### config.mk
export PLATFORM = sky130hd
export DESIGN_NAME = twae_ctrl
export DESIGN_NICKNAME = d
export VERILOG_FILES = /design/src/hdl/twae_pkg.sv /design/src/hdl/twae_ctrl.sv
export SDC_FILE = /design/constraint.sdc
export NUM_CORES = 1
export LEC_CHECK = 0
export BUFFER_PORTS_ARGS = -buffer_cell sky130_fd_sc_hd__buf_2
export CORE_MARGIN = 3
export CORE_UTILIZATION = 50
export DETAILED_ROUTE_END_ITERATION = 10
export PLACE_DENSITY = 0.67
export SETUP_SLACK_MARGIN = 0.05
export SLEW_MARGIN = 0
export SYNTH_ARGS = -nofsm -noshare
export SYNTH_HDL_FRONTEND = slang
export SYNTH_SLANG_ARGS = --single-unit
### constraint.sdc
create_clock -name ref_clk_in -period 2.95 [get_ports ref_clk_in]
set_input_delay 0.4425 -clock ref_clk_in [delete_from_list [all_inputs] [get_ports ref_clk_in]]
set_output_delay 0.4425 -clock ref_clk_in [all_outputs]
set_load 0.1 [all_outputs]
### src/hdl/twae_pkg.sv
/*
 * Constants for the two-wire addressing and event block: register offsets,
 * field positions, reset values, address patterns and divider figures.
 * Assumes a single 20 MHz clock domain and an 8-bit register port.
 */
package twae_pkg;
	// Register offsets on the 3-bit register port
	localparam logic [2:0] OFF_OWN_SLAVE_ADDRESS = 3'h0;
	localparam logic [2:0] OFF_BAUD_DIVIDER = 3'h1;
	localparam logic [2:0] OFF_MAIN_CONTROL = 3'h2;
	localparam logic [2:0] OFF_BUS_STATUS = 3'h3;
	localparam logic [2:0] OFF_TRANSFER_BYTE = 3'h4;
	localparam logic [2:0] OFF_ADDRESS_CONFIG = 3'h5;
	// main_control fields
	localparam int CTL_ENABLE = 7;
	localparam int CTL_IRQ_ENABLE = 6;
	localparam int CTL_MASTER = 5;
	localparam int CTL_TX = 4;
	localparam int CTL_ACK_DISABLE = 3;
	localparam int CTL_REPEAT_START = 2;
	// bus_status fields
	localparam int STS_BYTE_DONE = 7;
	localparam int STS_ADDRESSED = 6;
	localparam int STS_BUSY = 5;
	localparam int STS_ARB_LOST = 4;
	localparam int STS_SLAVE_DIR = 2;
	localparam int STS_IRQ_FLAG = 1;
	localparam int STS_RX_ACK = 0;
	// address_config fields
	localparam int CFG_GEN_CALL = 7;
	localparam int CFG_TEN_BIT = 6;
	// baud_divider fields
	localparam int BAUD_SCALE_MSB = 7;
	localparam int BAUD_SCALE_LSB = 6;
	localparam int BAUD_RATE_MSB = 5;
	// Reset values
	localparam logic [7:0] RST_BYTE = 8'h00;
	localparam logic [9:0] RST_TIMER = 10'h000;
	// Address patterns
	localparam logic [4:0] TEN_BIT_PREFIX = 5'h1E;
	localparam logic [7:0] GEN_CALL_ADDR = 8'h00;
	// Bit counter figures
	localparam logic [3:0] LAST_DATA_BIT = 4'h7;
	localparam logic [3:0] ACK_BIT = 4'h8;
	// Serial clock divider: base plus two per step of the rate field
	localparam logic [9:0] SCL_DIV_BASE = 10'h014;
	// Clock period in ns, for reference by the bench
	localparam int CLK_PERIOD_NS = 50;
endpackage : twae_pkg

### src/hdl/twae_ctrl.sv
/*
 * Two-wire bus controller core: 7/10-bit slave addressing, general call,
 * status flags with one interrupt, arbitration-loss detection, master
 * clock generation from the baud divider.
 * Assumes open-drain pins resolved outside, pins asynchronous to ref_clk_in.
 */
// Overview of operation
// [RULE1] Ten-bit first address byte is 11110, two upper address bits, direction bit.
// [RULE2] After start, ten-bit slave acks first byte when prefix and bits match, write.
// [RULE3] Matched ten-bit slave acks second byte only on exact low-bit match.
// [RULE4] Selection lasts until stop or repeated start with another address.
// [RULE5] First ten-bit byte raises interrupt; software discards the data byte then.
// [RULE6] Remembered ten-bit slave acks repeated prefix with read and turns transmitter.
// [RULE7] Unselected slaves ignore repeated start prefix with read direction.
// [RULE8] General call accepted when enabled, slave receiver, addressed flag set.
// [RULE9] Software reads data byte; zero means general call.
// [RULE10] General call disabled: no acknowledge, following data ignored.
// [RULE11] Controller disabled after reset and never causes a system reset.
// [RULE12] Single interrupt output is flag gated by enable bit.
// [RULE13] Interrupt flag cleared only by writing one; zero leaves it.
// [RULE14] Byte done, address match or arbitration loss set interrupt flag.
// [RULE15] Byte done flag set at falling edge of ninth clock.
// [RULE16] Addressed flag set on own address or enabled general call.
// [RULE17] Software copies slave direction bit into transmit control on match.
// [RULE18] Master loses arbitration seeing data low while releasing, data or ack.
// [RULE19] Also lost: start while busy, repeat start as slave, unrequested stop.
// [RULE20] Arbitration-lost bit stays until software writes one.
// [RULE21] Serial rate is clock over two times multiplier times divider.
// [RULE22] Own address holds bits 7..1; upper three bits in address config.
// [RULE23] Ten-bit select zero means 7-bit, one means 10-bit addressing.
// [RULE24] Receiver acks by pulling data low during ninth clock.
// [RULE25] Addressed flag clears on control write or new start.
module twae_ctrl (
	input wire logic ref_clk_in,
	input wire logic nrst_in,
	input wire logic [2:0] addr_in,
	input wire logic [7:0] wdata_in,
	input wire logic wr_in,
	input wire logic rd_in,
	output logic [7:0] rdata_out,
	output logic irq_out,
	input wire logic scl_in,
	output logic scl_out,
	output logic scl_oe_n_out,
	input wire logic sda_in,
	output logic sda_out,
	output logic sda_oe_n_out
);
	typedef enum logic [4:0] {
		PH_IDLE = 5'b00001,
		PH_ADDR = 5'b00010,
		PH_ADDR2 = 5'b00100,
		PH_DATA = 5'b01000,
		PH_SKIP = 5'b10000
	} twae_phase_e;
	typedef enum logic [5:0] {
		M_IDLE = 6'b000001,
		M_START = 6'b000010,
		M_HOLD = 6'b000100,
		M_XFER = 6'b001000,
		M_RESTART = 6'b010000,
		M_STOP = 6'b100000
	} twae_mstate_e;

	function automatic logic twae_hit(input logic [2:0] a, input logic [2:0] off);
		twae_hit = a == off;
	endfunction : twae_hit

	logic [7:0] own_slave_address, baud_divider, address_config, shreg;
	logic en, ie, master_select, tx, ack_disable;
	logic byte_done_flag, addressed_as_slave, busy, arbitration_lost;
	logic slave_direction, bus_irq_flag, received_ack;
	logic scl_m, scl_s, scl_p, sda_m, sda_s, sda_p;
	logic [3:0] cnt;
	logic ack_en, sel10, m_ovr, m_force, m_step, m_go;
	logic [9:0] tmr, half;
	twae_phase_e ph, next_ph;
	twae_mstate_e mstate;
	logic wr_ctl, wr_sts, wr_dat, rd_dat;
	logic scl_rise, scl_fall, start_ev, stop_ev, dec, ev_byte;
	logic m_act, transmitting, data_pull;
	logic arb_bit, arb_busy, arb_repeat_start_request, arb_stop, ev_arb;
	logic [7:0] abyte;
	logic pre_hit, gc_hit, own7, low10;
	logic next_ack, set_addressed, next_slave_direction, next_sel10, ev10;

	assign wr_ctl = wr_in & twae_hit(addr_in, twae_pkg::OFF_MAIN_CONTROL);
	assign wr_sts = wr_in & twae_hit(addr_in, twae_pkg::OFF_BUS_STATUS);
	assign wr_dat = wr_in & twae_hit(addr_in, twae_pkg::OFF_TRANSFER_BYTE);
	assign rd_dat = rd_in & twae_hit(addr_in, twae_pkg::OFF_TRANSFER_BYTE);

	// Pin synchronisers, then one stage of history for edges
	always_ff @(posedge ref_clk_in) begin
		if (!nrst_in) begin
			{scl_m, scl_s, scl_p} <= 3'b111;
			{sda_m, sda_s, sda_p} <= 3'b111;
		end else begin
			{scl_m, scl_s, scl_p} <= {scl_in, scl_m, scl_s};
			{sda_m, sda_s, sda_p} <= {sda_in, sda_m, sda_s};
		end
	end

	assign scl_rise = scl_s & ~scl_p;
	assign scl_fall = ~scl_s & scl_p;
	assign start_ev = en & scl_s & scl_p & sda_p & ~sda_s;
	assign stop_ev = en & scl_s & scl_p & ~sda_p & sda_s;
	assign dec = en & scl_rise & (cnt == twae_pkg::LAST_DATA_BIT);
	assign ev_byte = en & scl_fall & (cnt == twae_pkg::ACK_BIT); // [RULE15]
	assign m_act = mstate != M_IDLE;

	// Divider: half period = multiplier x divider, full period twice that
	always_comb begin
		logic [9:0] div;
		div = twae_pkg::SCL_DIV_BASE + {3'b000, baud_divider[twae_pkg::BAUD_RATE_MSB:0], 1'b0};
		unique case (baud_divider[twae_pkg::BAUD_SCALE_MSB:twae_pkg::BAUD_SCALE_LSB])
			2'b01: half = {div[8:0], 1'b0}; // [RULE21]
			2'b10: half = {div[7:0], 2'b00}; // [RULE21]
			default: half = div; // [RULE21]
		endcase
	end

	// Bit counter and shared shift register
	always_ff @(posedge ref_clk_in) begin
		if (!nrst_in || !en || stop_ev) begin
			cnt <= 4'h0;
		end else if (start_ev) begin
			// One below zero: the clock fall that ends a start is no bit
			cnt <= 4'hF;
		end else if (ev_byte) begin
			cnt <= 4'h0;
		end else if (scl_fall) begin
			cnt <= cnt + 4'h1;
		end
	end

	always_ff @(posedge ref_clk_in) begin
		if (!nrst_in) begin
			shreg <= twae_pkg::RST_BYTE;
		end else if (wr_dat) begin
			shreg <= wdata_in;
		end else if (en && scl_rise && cnt <= twae_pkg::LAST_DATA_BIT) begin
			shreg <= {shreg[6:0], sda_s};
		end
	end

	// Address decision at the last data bit of each byte
	assign abyte = {shreg[6:0], sda_s};
	assign pre_hit = abyte[7:3] == twae_pkg::TEN_BIT_PREFIX
		&& abyte[2:1] == address_config[2:1]; // [RULE1]
	assign gc_hit = abyte == twae_pkg::GEN_CALL_ADDR;
	assign own7 = abyte[7:1] == own_slave_address[7:1]
		&& abyte[7:3] != twae_pkg::TEN_BIT_PREFIX; // [RULE7]
	assign low10 = abyte == {address_config[0], own_slave_address[7:1]}; // [RULE22]

	always_comb begin
		next_ph = ph;
		next_ack = 1'b0;
		set_addressed = 1'b0;
		next_slave_direction = slave_direction;
		next_sel10 = sel10;
		ev10 = 1'b0;
		if (m_act) begin
			next_ack = ~tx & ~ack_disable;
		end else begin
			unique case (ph)
				PH_ADDR: begin
					next_ph = PH_SKIP;
					next_sel10 = 1'b0; // [RULE4]
					if (gc_hit) begin
						if (address_config[twae_pkg::CFG_GEN_CALL]) begin
							next_ph = PH_DATA; // [RULE8]
							next_ack = 1'b1;
							set_addressed = 1'b1;
							next_slave_direction = 1'b0;
						end
					end else if (address_config[twae_pkg::CFG_TEN_BIT]) begin // [RULE23]
						if (pre_hit && !abyte[0]) begin
							next_ph = PH_ADDR2; // [RULE2]
							next_ack = 1'b1;
							ev10 = 1'b1; // [RULE5]
						end else if (pre_hit && sel10) begin
							next_ph = PH_DATA; // [RULE6]
							next_ack = 1'b1;
							set_addressed = 1'b1;
							next_slave_direction = 1'b1;
							next_sel10 = 1'b1;
						end
					end else if (own7) begin
						next_ph = PH_DATA; // [RULE16]
						next_ack = 1'b1;
						set_addressed = 1'b1;
						next_slave_direction = abyte[0];
					end
				end
				PH_ADDR2: begin
					next_ph = low10 ? PH_DATA : PH_SKIP; // [RULE3]
					next_ack = low10;
					set_addressed = low10;
					next_slave_direction = 1'b0;
					next_sel10 = low10;
				end
				PH_DATA: begin
					next_ack = ~slave_direction & ~ack_disable;
				end
				default: begin
					next_ack = 1'b0; // [RULE10]
				end
			endcase
		end
	end

	always_ff @(posedge ref_clk_in) begin
		if (!nrst_in || !en || stop_ev) begin
			ph <= PH_IDLE; // [RULE4]
			sel10 <= 1'b0;
			ack_en <= 1'b0;
		end else if (start_ev) begin
			ph <= PH_ADDR;
			ack_en <= 1'b0;
		end else if (dec) begin
			ph <= next_ph;
			sel10 <= next_sel10;
			ack_en <= next_ack;
		end else if (ev_byte) begin
			ack_en <= 1'b0;
		end
	end

	// Data line drive: bits change only while the clock is low; start/stop override and arbitration release act at any time
	// Slave transmitter lets go of the data line after a missing acknowledge
	assign transmitting = m_act ? tx : (ph == PH_DATA) & slave_direction & ~received_ack;
	assign data_pull = (cnt < twae_pkg::ACK_BIT) ? transmitting & ~shreg[7] : ack_en; // [RULE24]

	always_ff @(posedge ref_clk_in) begin
		if (!nrst_in || !en) begin
			sda_oe_n_out <= 1'b1;
		end else if (m_ovr) begin
			sda_oe_n_out <= ~m_force;
		end else if (arb_bit) begin
			sda_oe_n_out <= 1'b1;
		end else if (!scl_s) begin
			sda_oe_n_out <= ~data_pull;
		end
	end

	always_ff @(posedge ref_clk_in) begin
		if (!nrst_in) begin
			scl_out <= 1'b0;
			sda_out <= 1'b0;
		end else begin
			scl_out <= 1'b0;
			sda_out <= 1'b0;
		end
	end

	// Arbitration loss sources
	assign arb_bit = en & m_act & scl_rise & sda_oe_n_out & ~sda_s
		& (((cnt <= twae_pkg::LAST_DATA_BIT) & tx)
		| ((cnt == twae_pkg::ACK_BIT) & ~tx)); // [RULE18]
	assign arb_busy = wr_ctl & en & wdata_in[twae_pkg::CTL_MASTER]
		& ~master_select & busy; // [RULE19]
	assign arb_repeat_start_request = wr_ctl & wdata_in[twae_pkg::CTL_REPEAT_START] & ~master_select; // [RULE19]
	assign arb_stop = stop_ev & m_act & (mstate != M_STOP); // [RULE19]
	assign ev_arb = arb_bit | arb_busy | arb_repeat_start_request | arb_stop;

	// Master sequencer: start, byte clocking, repeated start, stop
	always_ff @(posedge ref_clk_in) begin
		if (!nrst_in || !en || arb_bit || arb_stop) begin
			mstate <= M_IDLE;
			scl_oe_n_out <= 1'b1;
			m_ovr <= 1'b0;
			m_force <= 1'b0;
			m_step <= 1'b0;
			m_go <= 1'b0;
			tmr <= twae_pkg::RST_TIMER;
		end else begin
			if (wr_dat || rd_dat) begin
				m_go <= 1'b1;
			end
			unique case (mstate)
				M_IDLE: begin
					m_ovr <= 1'b0;
					// Byte requests seen before mastership must not start a transfer
					m_go <= 1'b0;
					if (wr_ctl && wdata_in[twae_pkg::CTL_MASTER] && !master_select && !busy) begin
						mstate <= M_START;
						m_ovr <= 1'b1;
						m_force <= 1'b1;
						tmr <= half - 10'h001;
					end
				end
				M_START: begin
					if (tmr == 10'h000) begin
						scl_oe_n_out <= 1'b0;
						m_ovr <= 1'b0;
						mstate <= M_HOLD;
					end else begin
						tmr <= tmr - 10'h001;
					end
				end
				M_HOLD: begin
					tmr <= half - 10'h001;
					m_step <= 1'b0;
					if (!master_select) begin
						mstate <= M_STOP;
						m_ovr <= 1'b1;
						m_force <= 1'b1;
					end else if (wr_ctl && wdata_in[twae_pkg::CTL_REPEAT_START]) begin
						mstate <= M_RESTART;
						m_ovr <= 1'b1;
						m_force <= 1'b0;
					end else if (m_go) begin
						mstate <= M_XFER;
						m_go <= wr_dat | rd_dat;
					end
				end
				M_XFER: begin
					if (!scl_oe_n_out) begin
						if (tmr == 10'h000) begin
							scl_oe_n_out <= 1'b1;
							tmr <= half - 10'h001;
						end else begin
							tmr <= tmr - 10'h001;
						end
					end else if (scl_s) begin
						if (tmr == 10'h000) begin
							scl_oe_n_out <= 1'b0;
							tmr <= half - 10'h001;
							if (cnt == twae_pkg::ACK_BIT) begin
								mstate <= M_HOLD;
							end
						end else begin
							tmr <= tmr - 10'h001;
						end
					end
				end
				default: begin
					// Repeated start and stop: wait low half, release clock, wait high half
					if (!m_step) begin
						if (tmr == 10'h000) begin
							scl_oe_n_out <= 1'b1;
							m_step <= 1'b1;
							tmr <= half - 10'h001;
						end else begin
							tmr <= tmr - 10'h001;
						end
					end else if (scl_s) begin
						if (tmr != 10'h000) begin
							tmr <= tmr - 10'h001;
						end else if (mstate == M_RESTART) begin
							m_force <= 1'b1;
							tmr <= half - 10'h001;
							mstate <= M_START;
						end else if (m_force) begin
							m_force <= 1'b0;
						end else if (!busy) begin
							mstate <= M_IDLE;
						end
					end
				end
			endcase
		end
	end

	// Software registers
	always_ff @(posedge ref_clk_in) begin
		if (!nrst_in) begin
			own_slave_address <= twae_pkg::RST_BYTE;
			baud_divider <= twae_pkg::RST_BYTE;
			address_config <= twae_pkg::RST_BYTE;
		end else if (wr_in) begin
			if (twae_hit(addr_in, twae_pkg::OFF_OWN_SLAVE_ADDRESS)) begin
				own_slave_address <= {wdata_in[7:1], 1'b0}; // [RULE22]
			end
			if (twae_hit(addr_in, twae_pkg::OFF_BAUD_DIVIDER)) begin
				baud_divider <= wdata_in;
			end
			if (twae_hit(addr_in, twae_pkg::OFF_ADDRESS_CONFIG)) begin
				address_config <= {wdata_in[7:6], 3'b000, wdata_in[2:0]};
			end
		end
	end

	always_ff @(posedge ref_clk_in) begin
		if (!nrst_in) begin
			{en, ie, master_select, tx, ack_disable} <= 5'b00000; // [RULE11]
		end else begin
			if (wr_ctl) begin
				en <= wdata_in[twae_pkg::CTL_ENABLE];
				ie <= wdata_in[twae_pkg::CTL_IRQ_ENABLE];
				master_select <= wdata_in[twae_pkg::CTL_MASTER] & (master_select | ~busy);
				tx <= wdata_in[twae_pkg::CTL_TX];
				ack_disable <= wdata_in[twae_pkg::CTL_ACK_DISABLE];
			end
			if (arb_bit || arb_stop || !en) begin
				master_select <= 1'b0;
			end
		end
	end

	// Status flags: hardware set wins over software clear
	always_ff @(posedge ref_clk_in) begin
		if (!nrst_in || !en) begin
			{byte_done_flag, addressed_as_slave, busy, arbitration_lost} <= 4'b0000;
			{slave_direction, bus_irq_flag, received_ack} <= 3'b000;
		end else begin
			busy <= (busy | start_ev) & ~stop_ev;
			byte_done_flag <= ev_byte | (byte_done_flag & ~(wr_dat | rd_dat)); // [RULE15]
			addressed_as_slave <= (dec & set_addressed)
				| (addressed_as_slave & ~wr_ctl & ~start_ev); // [RULE25]
			arbitration_lost <= ev_arb
				| (arbitration_lost & ~(wr_sts & wdata_in[twae_pkg::STS_ARB_LOST])); // [RULE20]
			bus_irq_flag <= ev_byte | (dec & (set_addressed | ev10)) | ev_arb
				| (bus_irq_flag & ~(wr_sts & wdata_in[twae_pkg::STS_IRQ_FLAG])); // [RULE13] [RULE14]
			if (dec) begin
				slave_direction <= next_slave_direction;
			end
			if (en && scl_rise && cnt == twae_pkg::ACK_BIT) begin
				received_ack <= sda_s;
			end
		end
	end

	always_ff @(posedge ref_clk_in) begin
		if (!nrst_in) begin
			irq_out <= 1'b0;
		end else begin
			irq_out <= bus_irq_flag & ie; // [RULE12]
		end
	end

	always_ff @(posedge ref_clk_in) begin
		if (!nrst_in || !rd_in) begin
			rdata_out <= twae_pkg::RST_BYTE;
		end else begin
			unique case (addr_in)
				twae_pkg::OFF_OWN_SLAVE_ADDRESS: rdata_out <= own_slave_address;
				twae_pkg::OFF_BAUD_DIVIDER: rdata_out <= baud_divider;
				twae_pkg::OFF_MAIN_CONTROL: rdata_out <= {en, ie, master_select, tx, ack_disable, 3'b000};
				twae_pkg::OFF_BUS_STATUS: rdata_out <= {byte_done_flag, addressed_as_slave,
					busy, arbitration_lost, 1'b0, slave_direction, bus_irq_flag, received_ack};
				twae_pkg::OFF_TRANSFER_BYTE: rdata_out <= shreg; // [RULE9]
				twae_pkg::OFF_ADDRESS_CONFIG: rdata_out <= address_config;
				default: rdata_out <= twae_pkg::RST_BYTE;
			endcase
		end
	end
endmodule : twae_ctrl

**After elaboration in Yosys (flattened, before gate mapping)**

Cells that the tools add are included.

- Div/mod/pow operators: 0
- $mul: 0
- Reductions and logical operators: 58
- Order comparisons: 2
- Equal/unequal tests: 47
- Bitwise logic cells: 85
- Muxes and demuxes: 106
- Add/subtract/negate cells: 4
- Shift operators: 0

Operators by type and width:

| kind | number |
|---|---|
| two-way mux 10 bit | 9 |
| two-way mux 6 bit | 15 |
| two-way mux 1 bit | 53 |
| bitwise AND 1 bit | 48 |
| one-hot mux 8 bit (6 select lines) | 1 |
| one-hot mux 10 bit (4 select lines) | 1 |
| two-way mux 5 bit | 7 |
| one-hot mux 6 bit (4 select lines) | 1 |
| inverter 1 bit | 23 |
| one-hot mux 10 bit (2 select lines) | 1 |
| subtractor 10 x 1 -> 10 bit (second input constant) | 2 |
| != test 6 x 1 -> 1 bit (second input constant) | 3 |
| two-way mux 8 bit | 2 |
| != test 2 bit (second input constant) | 8 |
| != test 4 bit (second input constant) | 4 |
| nonzero test 3 bit | 5 |
| OR 1 bit | 14 |
| two-way mux 4 bit | 3 |
| one-hot mux 1 bit (3 select lines) | 4 |
| AND reduction 12 bit | 1 |
| logical AND 1 bit | 11 |
| logical NOT 10 bit | 1 |
| one-hot mux 1 bit (2 select lines) | 5 |
| one-hot mux 5 bit (2 select lines) | 1 |
| other kinds (47) | 79 |

- Flip-flop bits (word level): 88
- Bits in latches: 0
- Bits in read-only memories: 0
- Word-level logic and storage cells: 339
- Memories: 0
- Bits in writable memories: 0

**Longest topological paths before layout**

- Word-level depth: 14
- Mapped depth: 14
- Mapped depth without buffers: 13

**Worst setup path after synthesis**

Ideal clock, no wire load.

- Path kind: flip-flop to flip-flop
- Start: register baud_divider[6]
- End: register tmr[9]
- Cell stages (with the launch flop): 15
- Setup time: 0.133 ns
- Required time: 2.817 ns
- Buffers on the path: 1
- Slack: 0.414 ns
- Clock period less this slack: 2.536 ns
- Arrival time: 2.404 ns
- Cells stage by stage: dfxtp_1 inv_1 ha_1 buf_2 inv_1 nor2_1 a31oi_1 ha_1 nand2b_1 o32ai_1 o211ai_1 nor4_1 xnor2_1 o21ai_1 a21oi_1

- Longest elaborated chain between the ends: 8
- Elaborated cells on any way between the ends: 13
- Those cells by class: add/sub: 1; eq/ne: 2; mux: 10

RTL lines:

| what | RTL line | text |
|---|---|---|
| start: declaration | twae_ctrl.sv:69 | `logic [7:0] own_slave_address, baud_divider, address_config, shreg;` |
| start signal: assignment | twae_ctrl.sv:369 | `baud_divider <= twae_pkg::RST_BYTE;` |
| start signal: assignment | twae_ctrl.sv:376 | `baud_divider <= wdata_in;` |
| == test 2 bit / == test 2 x 1 -> 1 bit (equally long branches) | twae_ctrl.sv:115 | `unique case (baud_divider[twae_pkg::BAUD_SCALE_MSB:twae_pkg::BAUD_SCALE_LSB])` |
| one-hot mux 10 bit (2 select lines) * | twae_ctrl.sv:115 |  |
| subtractor 10 x 1 -> 10 bit * | - |  |
| two-way mux 10 bit | twae_ctrl.sv:350 | `end else if (mstate == M_RESTART) begin` |
| two-way mux 10 bit | twae_ctrl.sv:348 | `if (tmr != 10'h000) begin` |
| two-way mux 10 bit | twae_ctrl.sv:347 | `end else if (scl_s) begin` |
| two-way mux 10 bit | twae_ctrl.sv:339 | `if (!m_step) begin` |
| one-hot mux 10 bit (4 select lines) * | twae_ctrl.sv:280 | `unique case (mstate)` |
| end signal: assignment | twae_ctrl.sv:343 | `tmr <= half - 10'h001;` |
| end signal: assignment | twae_ctrl.sv:349 | `tmr <= tmr - 10'h001;` |
| end signal: assignment | twae_ctrl.sv:352 | `tmr <= half - 10'h001;` |
| end: declaration | twae_ctrl.sv:76 | `logic [9:0] tmr, half;` |

Every way passes the cells marked *; elsewhere a longest branch is shown, timed or not. The select of a mux whose other input is x is not followed.
A chain may end at the register's enable or synchronous reset.

**Worst setup path after layout**

- Start: register mstate[0]
- End: register tmr[3]

- Longest elaborated chain between the ends: 8
- Elaborated cells on any way between the ends: 23
- Those cells by class: eq/ne: 12; mux: 1; bitwise: 7; reduce/logical: 3

RTL lines:

| what | RTL line | text |
|---|---|---|
| start: declaration | twae_ctrl.sv:78 | `twae_mstate_e mstate;` |
| start signal: assignment | twae_ctrl.sv:269 | `mstate <= M_IDLE;` |
| start signal: assignment | twae_ctrl.sv:286 | `mstate <= M_START;` |
| start signal: assignment | twae_ctrl.sv:296 | `mstate <= M_HOLD;` |
| != test 6 x 1 -> 1 bit | twae_ctrl.sv:109 | `assign m_act = mstate != M_IDLE;` |
| bitwise AND 1 bit (4 in a row) | twae_ctrl.sv:257 | `assign arb_bit = en & m_act & scl_rise & sda_oe_n_out & ~sda_s` |
| bitwise AND 1 bit | twae_ctrl.sv:258 | `& (((cnt <= twae_pkg::LAST_DATA_BIT) & tx)` |
| logical OR 1 bit (2 in a row) | twae_ctrl.sv:268 | `if (!nrst_in \|\| !en \|\| arb_bit \|\| arb_stop) begin` |
| end signal: assignment | twae_ctrl.sv:275 | `tmr <= twae_pkg::RST_TIMER;` |
| end signal: assignment | twae_ctrl.sv:289 | `tmr <= half - 10'h001;` |
| end signal: assignment | twae_ctrl.sv:298 | `tmr <= tmr - 10'h001;` |

Parallel ways exist; a longest one is shown, timed or not.

==> flow_metrics.py <==
metrics = {
    "cts": {
        "cts_buffers": 9,
        "cts_root_buf": "clkbuf_8",
        "clk_pin_slew_ns": 0.09,
        "cts_hold_buf": 0,
        "post_cts_buffers": 0,
        "clock_latency_ns": 0.37,
        "cts_tree": "built",
        "clock-sinks": 88,
        "clockBufferDepth": 2,
        "cts.htree.levels": 3,
        "cts_resized": 0,
    },
    "worst_setup_path": {
        "rr_worst_depth": 7,
        "timing_worst_setup_path_type": "register to register",
        "required_ns": 3.20,
        "crit_arrival_ns": 2.87,
        "cp-endpoint": "tmr[3]",
        "r2r-end": "tmr[3]",
        "start_kind": "register",
        "regToRegSetupSlack_ns": 0.33,
        "cp_max_fo": 17,
        "end_kind": "register",
        "rr_startpoint": "mstate[0]",
        "critPathLaunch": "mstate[0]",
    },
    "layout": {
        "drive_gt1_frac": 0.118,
        "fin_nets": 690,
        "multi_input_area_sq_um": 3390,
        "nFillCells": 978,
        "diodes": 0,
        "synthToLayoutAreaGrowth_pct": 7.96,
        "ff_latch_area_sq_um": 1760,
    },
    "hold_path": {
        "hold_depth": 2,
        "hold_class": "primary input to register",
    },
    "power": {
        "power.switching_mw": 0.605,
        "p_per_area_nw_per_um2": 405,
        "p_seq_frac": 0.521,
        "switching_share": 0.257,
        "peakVddDrop_uv": 359,
        "internal_power_mw": 1.75,
        "p_clk_frac": 0.385,
        "p_leak_nw": 2.25,
        "power_frac_comb": 0.093,
    },
    "run_status": {
        "outcome": "finished, final reports clean",
    },
    "sta": {
        "hold_violations": 0,
        "min_period_ns": 2.62,
        "slew_violations": 0,
        "fin_tns_setup_ns": 0,
        "slew-limit-headroom": 0.530,
        "finalSetupViolations": 0,
        "worst_clock_skew_ns": 0.00775,
        "fmax_ghz": 0.381,
        "worst_pin_slew_ns": 0.703,
        "final.period_utilization": 0.889,
        "whs_ns": 0.258,
        "rsz0062_at_grt": "no",
    },
    "yosys": {
        "syn_area_sq_um": 5390,
        "ys_seq_area_frac": 0.327,
        "yosys_most_used_dff": "dfxtp_1",
        "synth_area_per_cell_sq_um": 8.18,
        "synth_top_area_share": 0.327,
        "synth-async-reset-ratio": 0,
        "synth.distinct_cells": 78,
        "ys_ff_latch": 88,
        "synthCells": 659,
        "yosysMostFrequentCell": "dfxtp_1",
        "ys_top_cells_by_area": "dfxtp_1 33%, mux2i_1 6.3%, nand2_1 5.4%, nor2_1 3.7%, a21oi_1 3.5%",
        "synth_area_leader_cell": "dfxtp_1",
        "synth_edf_count": 0,
        "yosys-top-cells-count": "88 x dfxtp_1, 77 x nand2_1, 53 x nor2_1",
        "yosys_warnings": 0,
    },
    "flow_run": {
        "maxCapViolCount": 0,
    },
    "drt": {
        "first_pass_iters": 5,
        "vias_per_cell": 6.03,
        "ant_nets": 0,
        "finalWirelength_microns": 14200,
        "route.detailed.drc": 0,
        "drtIter0Drc": 447,
        "wire_per_inst_microns": 17.6,
        "num_vias": 4865,
    },
    "global_routing": {
        "grt_usage": 0.243,
        "antenna_found_initial": 0,
        "grt_pass1_wl_microns": 22900,
        "grt_pass1_vias": 4478,
        "grt_max_degree": 27,
        "overflow": 0,
    },
    "die": {
        "fp.dieW_microns": 110,
        "start_util": 0.517,
        "io_pins": 30,
        "core_area_sq_um": 10400,
        "die-area_sq_um": 12100,
        "fp-row-count": 37,
        "die_h_microns": 110,
    },
    "placed_design": {
        "portBuffers": 27,
        "dp_hpwl_microns": 10400,
        "gp_congestion": 0.893,
    },
}
placed cells by master (no fill, tap or decap), types with 5 or more instances in the layout:
cell type  Yosys  routed
a31oi_1        7       7
xnor2_1       21      21
nand4b_1       5       5
inv_1         16      16
a22oi_1        5       5
a211oi_1      10      10
buf_2         14      27
a21oi_1       38      38
nor2b_1       26      26
nand3_1       19      19
nand3b_1       5       5
or4_1          5       5
a21boi_0      11      11
ha_1           7       7
o211a_1        9       9
o21ai_0       24      24
nand4_1       10      10
or3_1          6       6
buf_4          3      12
nand2_1       77      77
nand2b_1      13      13
nor2_1        53      53
mux2i_1       34      34
clkbuf_8       0      12
xor2_1        13      13
dfxtp_1       88      88
and3_1         8       8
nor3_1        24      24
logic make-up (layout without fill, tap and decap cells):
group / Yosys count / count (layout) / synth area share
flip-flops: 88 / 88 / 0.327
AO/OA/AOI/OAI: 153 / 153 / 0.201
buffers and inverters: 60 / 71 / 0.0501
other: 1 / 2 / 0.000696
adder cells (fa/ha/maj): 7 / 7 / 0.0162
multiplexers: 40 / 40 / 0.0819
AND/OR/NAND/NOR: 276 / 276 / 0.267
XOR/XNOR: 34 / 34 / 0.0552
cell type report:
type | count | share of cell area
tap | 136 | 0.0292
clock buffer | 13 | 0.0290
multi-input combinational | 512 | 0.582
sequential | 88 | 0.303
inverter | 16 | 0.0103
timing repair buffer | 39 | 0.0387
clock inverter | 3 | 0.00817
worst min-delay path by stage:
stage | end | startpoint
after floorplan | scl_s | scl_m
after global placement | sda_s | sda_m
after detailed placement | scl_s | scl_m
after CTS | sda_m | sda_in
after global routing | sda_m | sda_in
final | sda_m | sda_in
critical path, stage by stage (launching register included):
cell	delay, ns
dfxtp_1	0.45
nor3_1	0.37
nor3b_2	0.46
o2bb2ai_2	0.12
a211oi_4	0.65
o21ai_1	0.18
a22oi_1	0.21
nor2_1	0.06
through the flow:
step | cells | utilization | power [mW] | setup slack [ns] | instance area (sq um)
2_1_floorplan | 660 | - | 1.41 | 0.414 | 5390
3_3_place_gp | 791 | 0.536 | 1.47 | 0.382 | 5590
3_5_place_dp | 791 | 0.536 | 1.47 | 0.250 | 5590
4_1_cts | 807 | 0.557 | 2.37 | 0.222 | 5800
5_1_grt | 807 | 0.559 | 2.45 | 0.0833 | 5820
6_report | 807 | 0.559 | 2.36 | 0.328 | 5820
sequential cells by signal, indices dropped and copies added, names as in the netlist, 4 cells and up:
name	cells
rdata_out	8
tmr	10
baud_divider	8
ph	5
cnt	4
shreg	8
own_slave_address	7
mstate	6
address_config	5
power groups by stage:
| stage | clock (mW) | sequential, mW | combinational [mW] |
|---|---|---|---|
| after CTS | 0.923 | 1.23 | 0.218 |
| after global routing | 0.980 | 1.23 | 0.238 |
| after global placement | 0 | 1.26 | 0.213 |
| final | 0.909 | 1.23 | 0.220 |
| after floorplan | 0 | 1.25 | 0.163 |
| after detailed placement | 0 | 1.26 | 0.216 |
layer usage:
| layer | global-route usage | vias up | part of all wire |
|---|---|---|---|
| met5 | 0 | - | 0 |
| met4 | 0.0855 | 0 | 0.022 |
| met3 | 0.0393 | 23 | 0.041 |
| met2 | 0.397 | 127 | 0.47 |
| met1 | 0.324 | 2337 | 0.46 |
| li1 | - | 2378 | - |
(Power assumes the default switching activity.)
